$ cat config.mk
export PLATFORM = sky130hd
export DESIGN_NAME = mmf_regs
export DESIGN_NICKNAME = d
export VERILOG_FILES = /design/src/mmf_pkg.sv /design/src/mmf_regs.sv
export VERILOG_INCLUDE_DIRS = /design/src /design/src/src
export SDC_FILE = /design/constraint.sdc
export NUM_CORES = 1
export LEC_CHECK = 0
export ABC_CLOCK_PERIOD_IN_PS = 3800
export BUFFER_PORTS_ARGS = -buffer_cell sky130_fd_sc_hd__buf_2
export CAP_MARGIN = 15
export CORE_ASPECT_RATIO = 1.5
export CORE_MARGIN = 4
export CORE_UTILIZATION = 40
export DETAILED_ROUTE_END_ITERATION = 12
export GPL_ROUTABILITY_DRIVEN = 0
export PLACE_DENSITY = 0.74
export SLEW_MARGIN = 20
export SYNTH_ARGS = -nofsm -noshare
export SYNTH_HDL_FRONTEND = slang
export SYNTH_SLANG_ARGS = --single-unit
$ cat constraint.sdc
create_clock -name sys_clk -period 3.8 [get_ports sys_clk]
set_input_delay 0.76 -clock sys_clk [delete_from_list [all_inputs] [get_ports sys_clk]]
set_output_delay 0.76 -clock sys_clk [all_outputs]
set_load 0.005 [all_outputs]
$ cat src/mmf_cfg.svh
// constants for the memory model feature register block
`ifndef MMF_CFG_SVH
`define MMF_CFG_SVH

`define MMF_CP_NUM        4'hf
`define MMF_SYN_OPC1      3'h4
`define MMF_SYN_OPC2      3'h0
`define MMF_SYN_CRN       4'h5
`define MMF_SYN_CRM       4'h2
`define MMF_ID_OPC1       3'h0
`define MMF_ID_CRN        4'h0
`define MMF_ID_CRM        4'h1
`define MMF_ID0_OPC2      3'h4
`define MMF_ID2_OPC2      3'h6
`define MMF_SYN_RESET     32'h0000_0000

// feature field values
`define MMF_INNER_SHR     4'hf
`define MMF_CTX_EXT       4'h0
`define MMF_AUX_REG       4'h2
`define MMF_TCM           4'h1
`define MMF_SHARE_LVL     4'h1
`define MMF_OUTER_SHR     4'hf
`define MMF_PROT_SCHEME   4'h4
`define MMF_VIRT_SCHEME   4'h0
`define MMF_HW_ACC_FLAG   4'h0
`define MMF_WFI_STALL     4'h1
`define MMF_BARRIER       4'h2
`define MMF_UNI_TLB       4'h0
`define MMF_SPLIT_TLB     4'h0
`define MMF_L1_RANGE      4'h0
`define MMF_L1_BG         4'h0
`define MMF_L1_FG         4'h0

`endif

$ cat src/mmf_pkg.sv
// types for the memory model feature register block
package mmf_pkg;
    typedef enum logic [1:0] {
        MMF_LVL_USER   = 2'b00,
        MMF_LVL_KERNEL = 2'b01,
        MMF_LVL_HYP    = 2'b10
    } mmf_level_t;

    typedef enum logic [1:0] {
        MMF_RES_OK    = 2'b00,
        MMF_RES_TRAP  = 2'b01,
        MMF_RES_UNDEF = 2'b10
    } mmf_result_t;
endpackage

$ cat src/mmf_regs.sv
// syndrome register and memory model feature identification registers
`timescale 1ns/1ns
`include "mmf_cfg.svh"

module mmf_regs
    import mmf_pkg::*;
#(
    parameter logic [3:0] INNER_SHR  = `MMF_INNER_SHR,
    parameter logic [3:0] TCM_SUP    = `MMF_TCM,
    parameter logic [3:0] OUTER_SHR  = `MMF_OUTER_SHR,
    parameter logic [3:0] WFI_STALL  = `MMF_WFI_STALL
) (
    input  wire logic        sys_clk,
    input  wire logic        nrst,
    // coprocessor access request
    input  wire logic        acc_valid,
    input  wire logic        acc_write,
    input  wire logic [3:0]  acc_coproc,
    input  wire logic [2:0]  acc_opc1,
    input  wire logic [2:0]  acc_opc2,
    input  wire logic [3:0]  acc_crn,
    input  wire logic [3:0]  acc_crm,
    input  wire logic [1:0]  acc_level,
    input  wire logic [31:0] acc_wdata,
    // trap controls from other blocks
    input  wire logic        trap_group5_bit,
    input  wire logic        trap_group0_bit,
    input  wire logic        trap_id_group_bit,
    // syndrome load from exception logic
    input  wire logic        syn_load,
    input  wire logic [31:0] syn_load_data,
    // response
    output logic             resp_valid,
    output logic             resp_hit,
    output logic [1:0]       resp_result,
    output logic [31:0]      resp_rdata,
    output logic [31:0]      hyp_syndrome_reg
);

    ////////////////////////////////////////////////////////////////////////////
    // decode

    function automatic logic enc_match(input logic [2:0] o1, input logic [2:0] o2,
                                       input logic [3:0] n, input logic [3:0] m);
        enc_match = (acc_coproc == `MMF_CP_NUM) && (acc_opc1 == o1) && (acc_opc2 == o2)
                    && (acc_crn == n) && (acc_crm == m);
    endfunction

    logic             hit_syn;
    logic             hit_id0;
    logic             hit_id2;
    logic             is_user;
    logic             is_kernel;
    logic [31:0]      mmf0_val;
    logic [31:0]      mmf2_val;
    mmf_result_t      result_next;
    logic [31:0]      rdata_next;
    logic             syn_wr;
    // helpers for the checks below, built from the inputs alone
    logic             id_trapped;
    logic             id0_rd_ok;
    logic             id2_rd_ok;

    assign hit_syn   = enc_match(`MMF_SYN_OPC1, `MMF_SYN_OPC2, `MMF_SYN_CRN, `MMF_SYN_CRM);
    assign hit_id0   = enc_match(`MMF_ID_OPC1, `MMF_ID0_OPC2, `MMF_ID_CRN, `MMF_ID_CRM);
    assign hit_id2   = enc_match(`MMF_ID_OPC1, `MMF_ID2_OPC2, `MMF_ID_CRN, `MMF_ID_CRM);
    assign is_user   = (acc_level == MMF_LVL_USER);
    assign is_kernel = (acc_level == MMF_LVL_KERNEL);
    assign id_trapped = is_kernel && (trap_id_group_bit || trap_group0_bit);
    assign id0_rd_ok  = acc_valid && hit_id0 && !acc_write && !is_user && !id_trapped;
    assign id2_rd_ok  = acc_valid && hit_id2 && !acc_write && !is_user && !id_trapped;

    ////////////////////////////////////////////////////////////////////////////
    // feature register contents, constant by construction

    // level field fixed at two levels, so innermost field is always meaningful
    assign mmf0_val = {INNER_SHR,
                       `MMF_CTX_EXT,
                       `MMF_AUX_REG,
                       TCM_SUP,
                       `MMF_SHARE_LVL,
                       OUTER_SHR,
                       `MMF_PROT_SCHEME,
                       `MMF_VIRT_SCHEME};

    // unified field zero, so split field carries no meaning and reads zero
    assign mmf2_val = {`MMF_HW_ACC_FLAG,
                       WFI_STALL,
                       `MMF_BARRIER,
                       `MMF_UNI_TLB,
                       `MMF_SPLIT_TLB,
                       `MMF_L1_RANGE,
                       `MMF_L1_BG,
                       `MMF_L1_FG};

    ////////////////////////////////////////////////////////////////////////////
    // access checking; encoding is checked first, user and feature-write undefined outrank trap, kernel syndrome trap outranks undefined

    always_comb begin
        result_next = MMF_RES_OK;
        rdata_next  = 32'h0000_0000;
        syn_wr      = 1'b0;
        if (hit_syn) begin
            if (is_user) begin
                result_next = MMF_RES_UNDEF;
            end else if (is_kernel && trap_group5_bit) begin
                result_next = MMF_RES_TRAP;
            end else if (is_kernel) begin
                result_next = MMF_RES_UNDEF;
            end else if (acc_write) begin
                syn_wr = 1'b1;
            end else begin
                rdata_next = hyp_syndrome_reg;
            end
        end else if (hit_id0 || hit_id2) begin
            if (is_user || acc_write) begin
                result_next = MMF_RES_UNDEF;
            end else if (is_kernel && (trap_id_group_bit || trap_group0_bit)) begin
                result_next = MMF_RES_TRAP;
            end else if (hit_id0) begin
                rdata_next = mmf0_val;
            end else begin
                rdata_next = mmf2_val;
            end
        end else begin
            // unmapped encodings, unimplemented auxiliary registers included
            result_next = MMF_RES_UNDEF;
        end
    end

    ////////////////////////////////////////////////////////////////////////////
    // syndrome register; software write wins over exception load

    always_ff @(posedge sys_clk) begin
        if (!nrst) begin
            hyp_syndrome_reg <= `MMF_SYN_RESET;
        end else if (acc_valid && syn_wr) begin
            hyp_syndrome_reg <= acc_wdata;
        end else if (syn_load) begin
            hyp_syndrome_reg <= syn_load_data;
        end
    end

    ////////////////////////////////////////////////////////////////////////////
    // registered response, one cycle after the request

    always_ff @(posedge sys_clk) begin
        if (!nrst) begin
            resp_valid  <= 1'b0;
            resp_hit    <= 1'b0;
            resp_result <= MMF_RES_OK;
            resp_rdata  <= 32'h0000_0000;
        end else begin
            resp_valid  <= acc_valid;
            resp_hit    <= acc_valid && (hit_syn || hit_id0 || hit_id2);
            resp_result <= acc_valid ? result_next : MMF_RES_OK;
            resp_rdata  <= (acc_valid && !acc_write) ? rdata_next : 32'h0000_0000;
        end
    end

    ////////////////////////////////////////////////////////////////////////////
    // checks

    AST_SYN_TRAP: assert property (@(posedge sys_clk) disable iff (!nrst)
        acc_valid && hit_syn && is_kernel && trap_group5_bit |=> resp_result == MMF_RES_TRAP)
        else $error("kernel syndrome access did not trap");

    AST_SYN_WRITE: assert property (@(posedge sys_clk) disable iff (!nrst)
        acc_valid && hit_syn && acc_level == MMF_LVL_HYP && acc_write
        |=> hyp_syndrome_reg == $past(acc_wdata) && resp_result == MMF_RES_OK)
        else $error("hyp syndrome write not stored");

    AST_SYN_PROTECT: assert property (@(posedge sys_clk) disable iff (!nrst)
        acc_valid && hit_syn && (is_user || is_kernel) && !syn_load
        |=> $stable(hyp_syndrome_reg) && resp_result != MMF_RES_OK)
        else $error("syndrome reached below hyp level");

    AST_ID_TRAP: assert property (@(posedge sys_clk) disable iff (!nrst)
        acc_valid && (hit_id0 || hit_id2) && is_kernel && !acc_write
        && (trap_id_group_bit || trap_group0_bit) |=> resp_result == MMF_RES_TRAP)
        else $error("feature read did not trap");

    AST_ID0_READ: assert property (@(posedge sys_clk) disable iff (!nrst)
        acc_valid && hit_id0 && acc_level == MMF_LVL_HYP && !acc_write
        |=> resp_rdata[15:12] == `MMF_SHARE_LVL && resp_rdata[7:4] == `MMF_PROT_SCHEME
            && resp_rdata[23:20] == `MMF_AUX_REG && resp_rdata[27:24] == `MMF_CTX_EXT)
        else $error("feature register 0 read wrong");

    AST_ID2_READ: assert property (@(posedge sys_clk) disable iff (!nrst)
        acc_valid && hit_id2 && acc_level == MMF_LVL_HYP && !acc_write
        |=> resp_rdata[23:20] == `MMF_BARRIER && resp_rdata[19:0] == 20'h00000
            && resp_rdata[31:28] == `MMF_HW_ACC_FLAG)
        else $error("feature register 2 read wrong");

    AST_ID_UNDEF: assert property (@(posedge sys_clk) disable iff (!nrst)
        acc_valid && (hit_id0 || hit_id2) && (is_user || acc_write)
        |=> resp_result == MMF_RES_UNDEF && resp_rdata == 32'h0000_0000)
        else $error("illegal feature access not undefined");

    AST_UNMAPPED: assert property (@(posedge sys_clk) disable iff (!nrst)
        acc_valid && !hit_syn && !hit_id0 && !hit_id2 |=> resp_result == MMF_RES_UNDEF && !resp_hit)
        else $error("unmapped access not undefined");

    ////////////////////////////////////////////////////////////////////////////
    // field checks; parameters may move some fields, so legal sets are checked

    AST_INNER_SHR: assert property (@(posedge sys_clk) disable iff (!nrst)
        id0_rd_ok |=> resp_rdata[31:28] inside {4'h0, 4'h1, 4'hf})
        else $error("innermost shareability field illegal");

    AST_INNER_VALID: assert property (@(posedge sys_clk) disable iff (!nrst)
        id0_rd_ok |=> resp_rdata[15:12] == `MMF_SHARE_LVL && resp_rdata[31:28] == INNER_SHR)
        else $error("innermost shareability not backed by level field");

    AST_CTX_EXT: assert property (@(posedge sys_clk) disable iff (!nrst)
        id0_rd_ok |=> resp_rdata[27:24] == `MMF_CTX_EXT)
        else $error("context switch extension field wrong");

    AST_AUX_REG: assert property (@(posedge sys_clk) disable iff (!nrst)
        id0_rd_ok |=> resp_rdata[23:20] == `MMF_AUX_REG)
        else $error("auxiliary register field wrong");

    AST_TCM: assert property (@(posedge sys_clk) disable iff (!nrst)
        id0_rd_ok |=> resp_rdata[19:16] inside {4'h0, 4'h1})
        else $error("tightly coupled memory field illegal");

    AST_SHARE_LVL: assert property (@(posedge sys_clk) disable iff (!nrst)
        id0_rd_ok |=> resp_rdata[15:12] == 4'h1)
        else $error("shareability level field wrong");

    AST_OUTER_SHR: assert property (@(posedge sys_clk) disable iff (!nrst)
        id0_rd_ok |=> resp_rdata[11:8] inside {4'h0, 4'h1, 4'hf})
        else $error("outermost shareability field illegal");

    AST_PROT_SCHEME: assert property (@(posedge sys_clk) disable iff (!nrst)
        id0_rd_ok |=> resp_rdata[7:4] == `MMF_PROT_SCHEME)
        else $error("protected memory scheme field wrong");

    AST_VIRT_SCHEME: assert property (@(posedge sys_clk) disable iff (!nrst)
        id0_rd_ok |=> resp_rdata[3:0] == `MMF_VIRT_SCHEME)
        else $error("virtual memory scheme field wrong");

    AST_HW_ACC_FLAG: assert property (@(posedge sys_clk) disable iff (!nrst)
        id2_rd_ok |=> resp_rdata[31:28] == `MMF_HW_ACC_FLAG)
        else $error("hardware access flag field wrong");

    AST_WFI_STALL: assert property (@(posedge sys_clk) disable iff (!nrst)
        id2_rd_ok |=> resp_rdata[27:24] inside {4'h0, 4'h1})
        else $error("wait stall field illegal");

    AST_BARRIER: assert property (@(posedge sys_clk) disable iff (!nrst)
        id2_rd_ok |=> resp_rdata[23:20] == `MMF_BARRIER)
        else $error("barrier field wrong");

    AST_UNI_TLB: assert property (@(posedge sys_clk) disable iff (!nrst)
        id2_rd_ok |=> resp_rdata[19:16] == `MMF_UNI_TLB)
        else $error("unified maintenance field wrong");

    AST_SPLIT_TLB: assert property (@(posedge sys_clk) disable iff (!nrst)
        id2_rd_ok |=> resp_rdata[15:12] == `MMF_SPLIT_TLB)
        else $error("split translation buffer field wrong");

    AST_L1_RANGE: assert property (@(posedge sys_clk) disable iff (!nrst)
        id2_rd_ok |=> resp_rdata[11:8] == `MMF_L1_RANGE)
        else $error("range maintenance field wrong");

    AST_L1_BG: assert property (@(posedge sys_clk) disable iff (!nrst)
        id2_rd_ok |=> resp_rdata[7:4] == `MMF_L1_BG)
        else $error("background prefetch field wrong");

    AST_L1_FG: assert property (@(posedge sys_clk) disable iff (!nrst)
        id2_rd_ok |=> resp_rdata[3:0] == `MMF_L1_FG)
        else $error("foreground prefetch field wrong");

    AST_ID0_ENC: assert property (@(posedge sys_clk) disable iff (!nrst)
        id0_rd_ok |=> resp_hit && resp_result == MMF_RES_OK)
        else $error("feature register 0 encoding not decoded");

    AST_ID2_ENC: assert property (@(posedge sys_clk) disable iff (!nrst)
        id2_rd_ok |=> resp_hit && resp_result == MMF_RES_OK)
        else $error("feature register 2 encoding not decoded");

    ////////////////////////////////////////////////////////////////////////////
    // syndrome and response checks

    AST_SYN_READ: assert property (@(posedge sys_clk) disable iff (!nrst)
        acc_valid && hit_syn && !is_user && !is_kernel && !acc_write
        |=> resp_rdata == $past(hyp_syndrome_reg) && resp_result == MMF_RES_OK)
        else $error("hyp syndrome read wrong");

    AST_SYN_USER: assert property (@(posedge sys_clk) disable iff (!nrst)
        acc_valid && hit_syn && is_user |=> resp_result == MMF_RES_UNDEF)
        else $error("user syndrome access not undefined");

    AST_SYN_KERNEL: assert property (@(posedge sys_clk) disable iff (!nrst)
        acc_valid && hit_syn && is_kernel && !trap_group5_bit |=> resp_result == MMF_RES_UNDEF)
        else $error("kernel syndrome access not undefined");

    AST_SYN_TRAP_DATA: assert property (@(posedge sys_clk) disable iff (!nrst)
        acc_valid && hit_syn && is_kernel && trap_group5_bit |=> resp_rdata == 32'h0000_0000 && resp_hit)
        else $error("trapped syndrome access returned data");

    AST_ID_TRAP_DATA: assert property (@(posedge sys_clk) disable iff (!nrst)
        acc_valid && (hit_id0 || hit_id2) && !acc_write && id_trapped |=> resp_rdata == 32'h0000_0000)
        else $error("trapped feature read returned data");

    AST_ID_HYP_NOTRAP: assert property (@(posedge sys_clk) disable iff (!nrst)
        acc_valid && (hit_id0 || hit_id2) && !acc_write && !is_user && !is_kernel
        |=> resp_result == MMF_RES_OK)
        else $error("hyp feature read trapped");

    AST_WRITE_NODATA: assert property (@(posedge sys_clk) disable iff (!nrst)
        acc_valid && acc_write |=> resp_rdata == 32'h0000_0000)
        else $error("write returned read data");

    AST_RESP_VALID: assert property (@(posedge sys_clk) disable iff (!nrst)
        acc_valid |=> resp_valid)
        else $error("response missing");

    AST_RESP_IDLE: assert property (@(posedge sys_clk) disable iff (!nrst)
        !acc_valid |=> !resp_valid && !resp_hit && resp_result == MMF_RES_OK)
        else $error("response without request");

    AST_SYN_LOAD: assert property (@(posedge sys_clk) disable iff (!nrst)
        syn_load && !(acc_valid && hit_syn && !is_user && !is_kernel && acc_write)
        |=> hyp_syndrome_reg == $past(syn_load_data))
        else $error("syndrome load lost");

    AST_SYN_HOLD: assert property (@(posedge sys_clk) disable iff (!nrst)
        !syn_load && !(acc_valid && acc_write) |=> $stable(hyp_syndrome_reg))
        else $error("syndrome changed without write or load");

endmodule // mmf_regs

==> results.toml <==
[cells_and_area]
stdcell_area_um2 = 3870
syn2layout_area_growth_pct = 33.1
utilization_pct = 55.4
fin_cells = 544
fin_nets = 538
antennaDiodeCount = 0
multi_input_area_um2 = 1410
fillers = 633
drive_above_1_share_pct = 39.6
register_area_um2 = 1360

[power_and_ir_drop]
power_mw = 1.39
p_per_area_nw_per_um2 = 360
leakage_nw = 1.83
ir_drop_mv = 0.177

[cts]
cts_tree = "done"
ctsRootBufferMaster = "clkbuf_8"
htree_levels = 3
clock_insertion_delay_worst_skew_ns = 0.33
holdBufCountCts = 0
clk_path_buf_depth = 2
clk_transition_reported_paths_ns = 0.06
post_cts_buffers = 0
cts_sinks = 68
cts_resized = 0
cts_buffers = 9

[flow_run]
drv_cap = 0

[timing]
slew_headroom_pct = 36.3
rsz0062_at_grt = "false"
setup_slack_ns = 1.27
drv_slew = 0
setup_tns_ns = 0
max_freq_mhz = 395
worstMarginPinSlew_ns = 0.955
skew_ns = 0.00475
finalHoldViolations = 0
setup_violations = 0
timing.hold.ws_ns = 0.467
post-route-period-util_pct = 66.6
timing.final.crit_period_ns = 2.53

[logic_synthesis]
synth_nets = 392
synth.cell_area_um2 = 2910
ys_warn_count = 0
yosysTopAreaCell = "dfxtp_1"
ys.flop_type = "dfxtp_1"
synthTopCellsByArea = "dfxtp_1 (47%), mux2i_1 (11%), o41ai_1 (9.6%)"
synth_cell_types = 30
syn_inst = 300
syn_avg_cell_area_um2 = 9.71
ys_seq_elements = 68
ys_seq_area_share_pct = 46.8
synth_edf_count = 0
synth_top_cell_area_share_pct = 46.8
ys_async_sr_fraction_pct = 0

[min_path]
hp-class = "reg -> reg"
min_to = "resp_rdata[30]$_SDFF_PN0_"
hold_depth = 2
hp-start = "hyp_syndrome_reg[30]$_SDFFE_PN0P_"

[place]
placed_area_um2 = 3730
io_buffers = 159
hpwlAfterDp_um = 5940
dpl.cell_count = 532
place_ws_ns = 0.826

[grt]
antenna_found_initial = 0
grt_pass1_vias = 2755
grt.busiest_layer = "met2"
grt_use_met3_pct = 5.22
track_usage_pct = 18.8
met2_usage_pct = 31.6
grt_pass1_wl_um = 13100
grt_overflow = 0
grtUsageMet1_pct = 22.0
grt_max_degree = 37

[route]
drc = 0
vias_per_cell = 5.07
wl_per_cell_um = 14.9
dr.pass1.iters = 4
routed_wl_um = 8130
drtIter0Drc = 151
num_vias = 2758
antenna_left = 0

[floorplan]
rows = 37
num_io_pins = 160
die_h_um = 112
start_util_pct = 41.7
die_x_um = 77.7
core_um2 = 6990
die_area_um2 = 8740

[run_status]
status = "finished, final reports clean"

[setup_path]
cp-end-kind = "flop"
cp_max_fo = 36
worst-r2r-cell-count = 2
r2r_end = "hyp_syndrome_reg[21]$_SDFFE_PN0P_"
crit_arrival_ns = 2.79
worst_ep_required_time_ns = 4.06
r2r_slack_ns = 3.06
crit_type = "in -> reg"
startpoint_type = "input port"
crit-reg2reg-launch = "hyp_syndrome_reg[21]$_SDFFE_PN0P_"
## worst max-delay path by stage
stage | start | to | slack (ns) | cells after the start
6_report | acc_opc2[1] | hyp_syndrome_reg[13]$_SDFFE_PN0P_ | 1.27 | 6
5_1_grt | acc_opc2[1] | hyp_syndrome_reg[15]$_SDFFE_PN0P_ | 1.21 | 6
4_1_cts | acc_opc2[1] | hyp_syndrome_reg[13]$_SDFFE_PN0P_ | 1.18 | 6
3_5_place_dp | acc_opc2[1] | hyp_syndrome_reg[13]$_SDFFE_PN0P_ | 0.83 | 6
3_3_place_gp | acc_opc2[1] | hyp_syndrome_reg[26]$_SDFFE_PN0P_ | 0.88 | 6
2_1_floorplan | acc_opc2[1] | hyp_syndrome_reg[0]$_SDFFE_PN0P_ | 1.53 | 7
## logic make-up (layout without fill, tap and decap cells)
| group | count (synthesis) | in the layout | synth area share, % |
|---|---|---|---|
| simple gates | 88 | 88 | 18.6 |
| compound gates | 82 | 82 | 18.7 |
| flops | 68 | 68 | 46.8 |
| mux | 32 | 32 | 11.0 |
| buf+inv | 30 | 177 | 4.94 |
## critical path, stage by stage
cell	delay [ns]
buf_2	0.11
or3b_1	0.39
or2_1	0.22
buf_4	0.25
or3_2	0.81
a21oi_1	0.23
## cells in the final DEF, fill, tap and decap left out, drive strengths merged
master	n
nor4b	4
nand3	2
nand4	1
nand4b	2
nor2	5
a21boi	1
nand2	13
o32a	1
nand2b	32
nor3b	1
mux2i	32
and2b	1
or4b	1
a21o	1
o22ai	1
o41ai	32
or2	1
nor4bb	2
or3b	1
a21oi	45
a22oi	1
inv	1
clkbuf	12
buf	164
and2	20
dfxtp	68
or3	1
nand3b	1
## final cells by class
class,instances,area share [%]
Tap cell,97,3.13
Timing Repair Buffer,164,21.5
Inverter,1,0.0969
Multi-Input combinational cell,202,36.4
Clock buffer,12,3.75
Sequential cell,68,35.1
## synthesized netlist by cell type (2+ instances only)
| cell | count |
|---|---|
| dfxtp_1 | 68 |
| a21oi_1 | 45 |
| mux2i_1 | 32 |
| nand2b_1 | 32 |
| o41ai_1 | 32 |
| clkbuf_1 | 24 |
| and2_1 | 20 |
| nand2_1 | 13 |
| nor2_1 | 5 |
| buf_6 | 4 |
| nor4b_1 | 3 |
| nand3_1 | 2 |
| nand4b_1 | 2 |
| nor4bb_1 | 2 |
## where the power goes
group          internal, mW  switching [mW]  leakage (nW)
clock                 0.241           0.238        0.0743
combinational        0.0900          0.0755          1.21
sequential            0.734          0.0151         0.555
total                  1.07           0.328          1.83
## metal layers
layer	part of all wire, %	wire, um
met2	50	4080
met5	0	0
met4	2.1	169
met1	40	3280
met3	7.3	591
No activity file was read; power rests on OpenSTA's default activity.
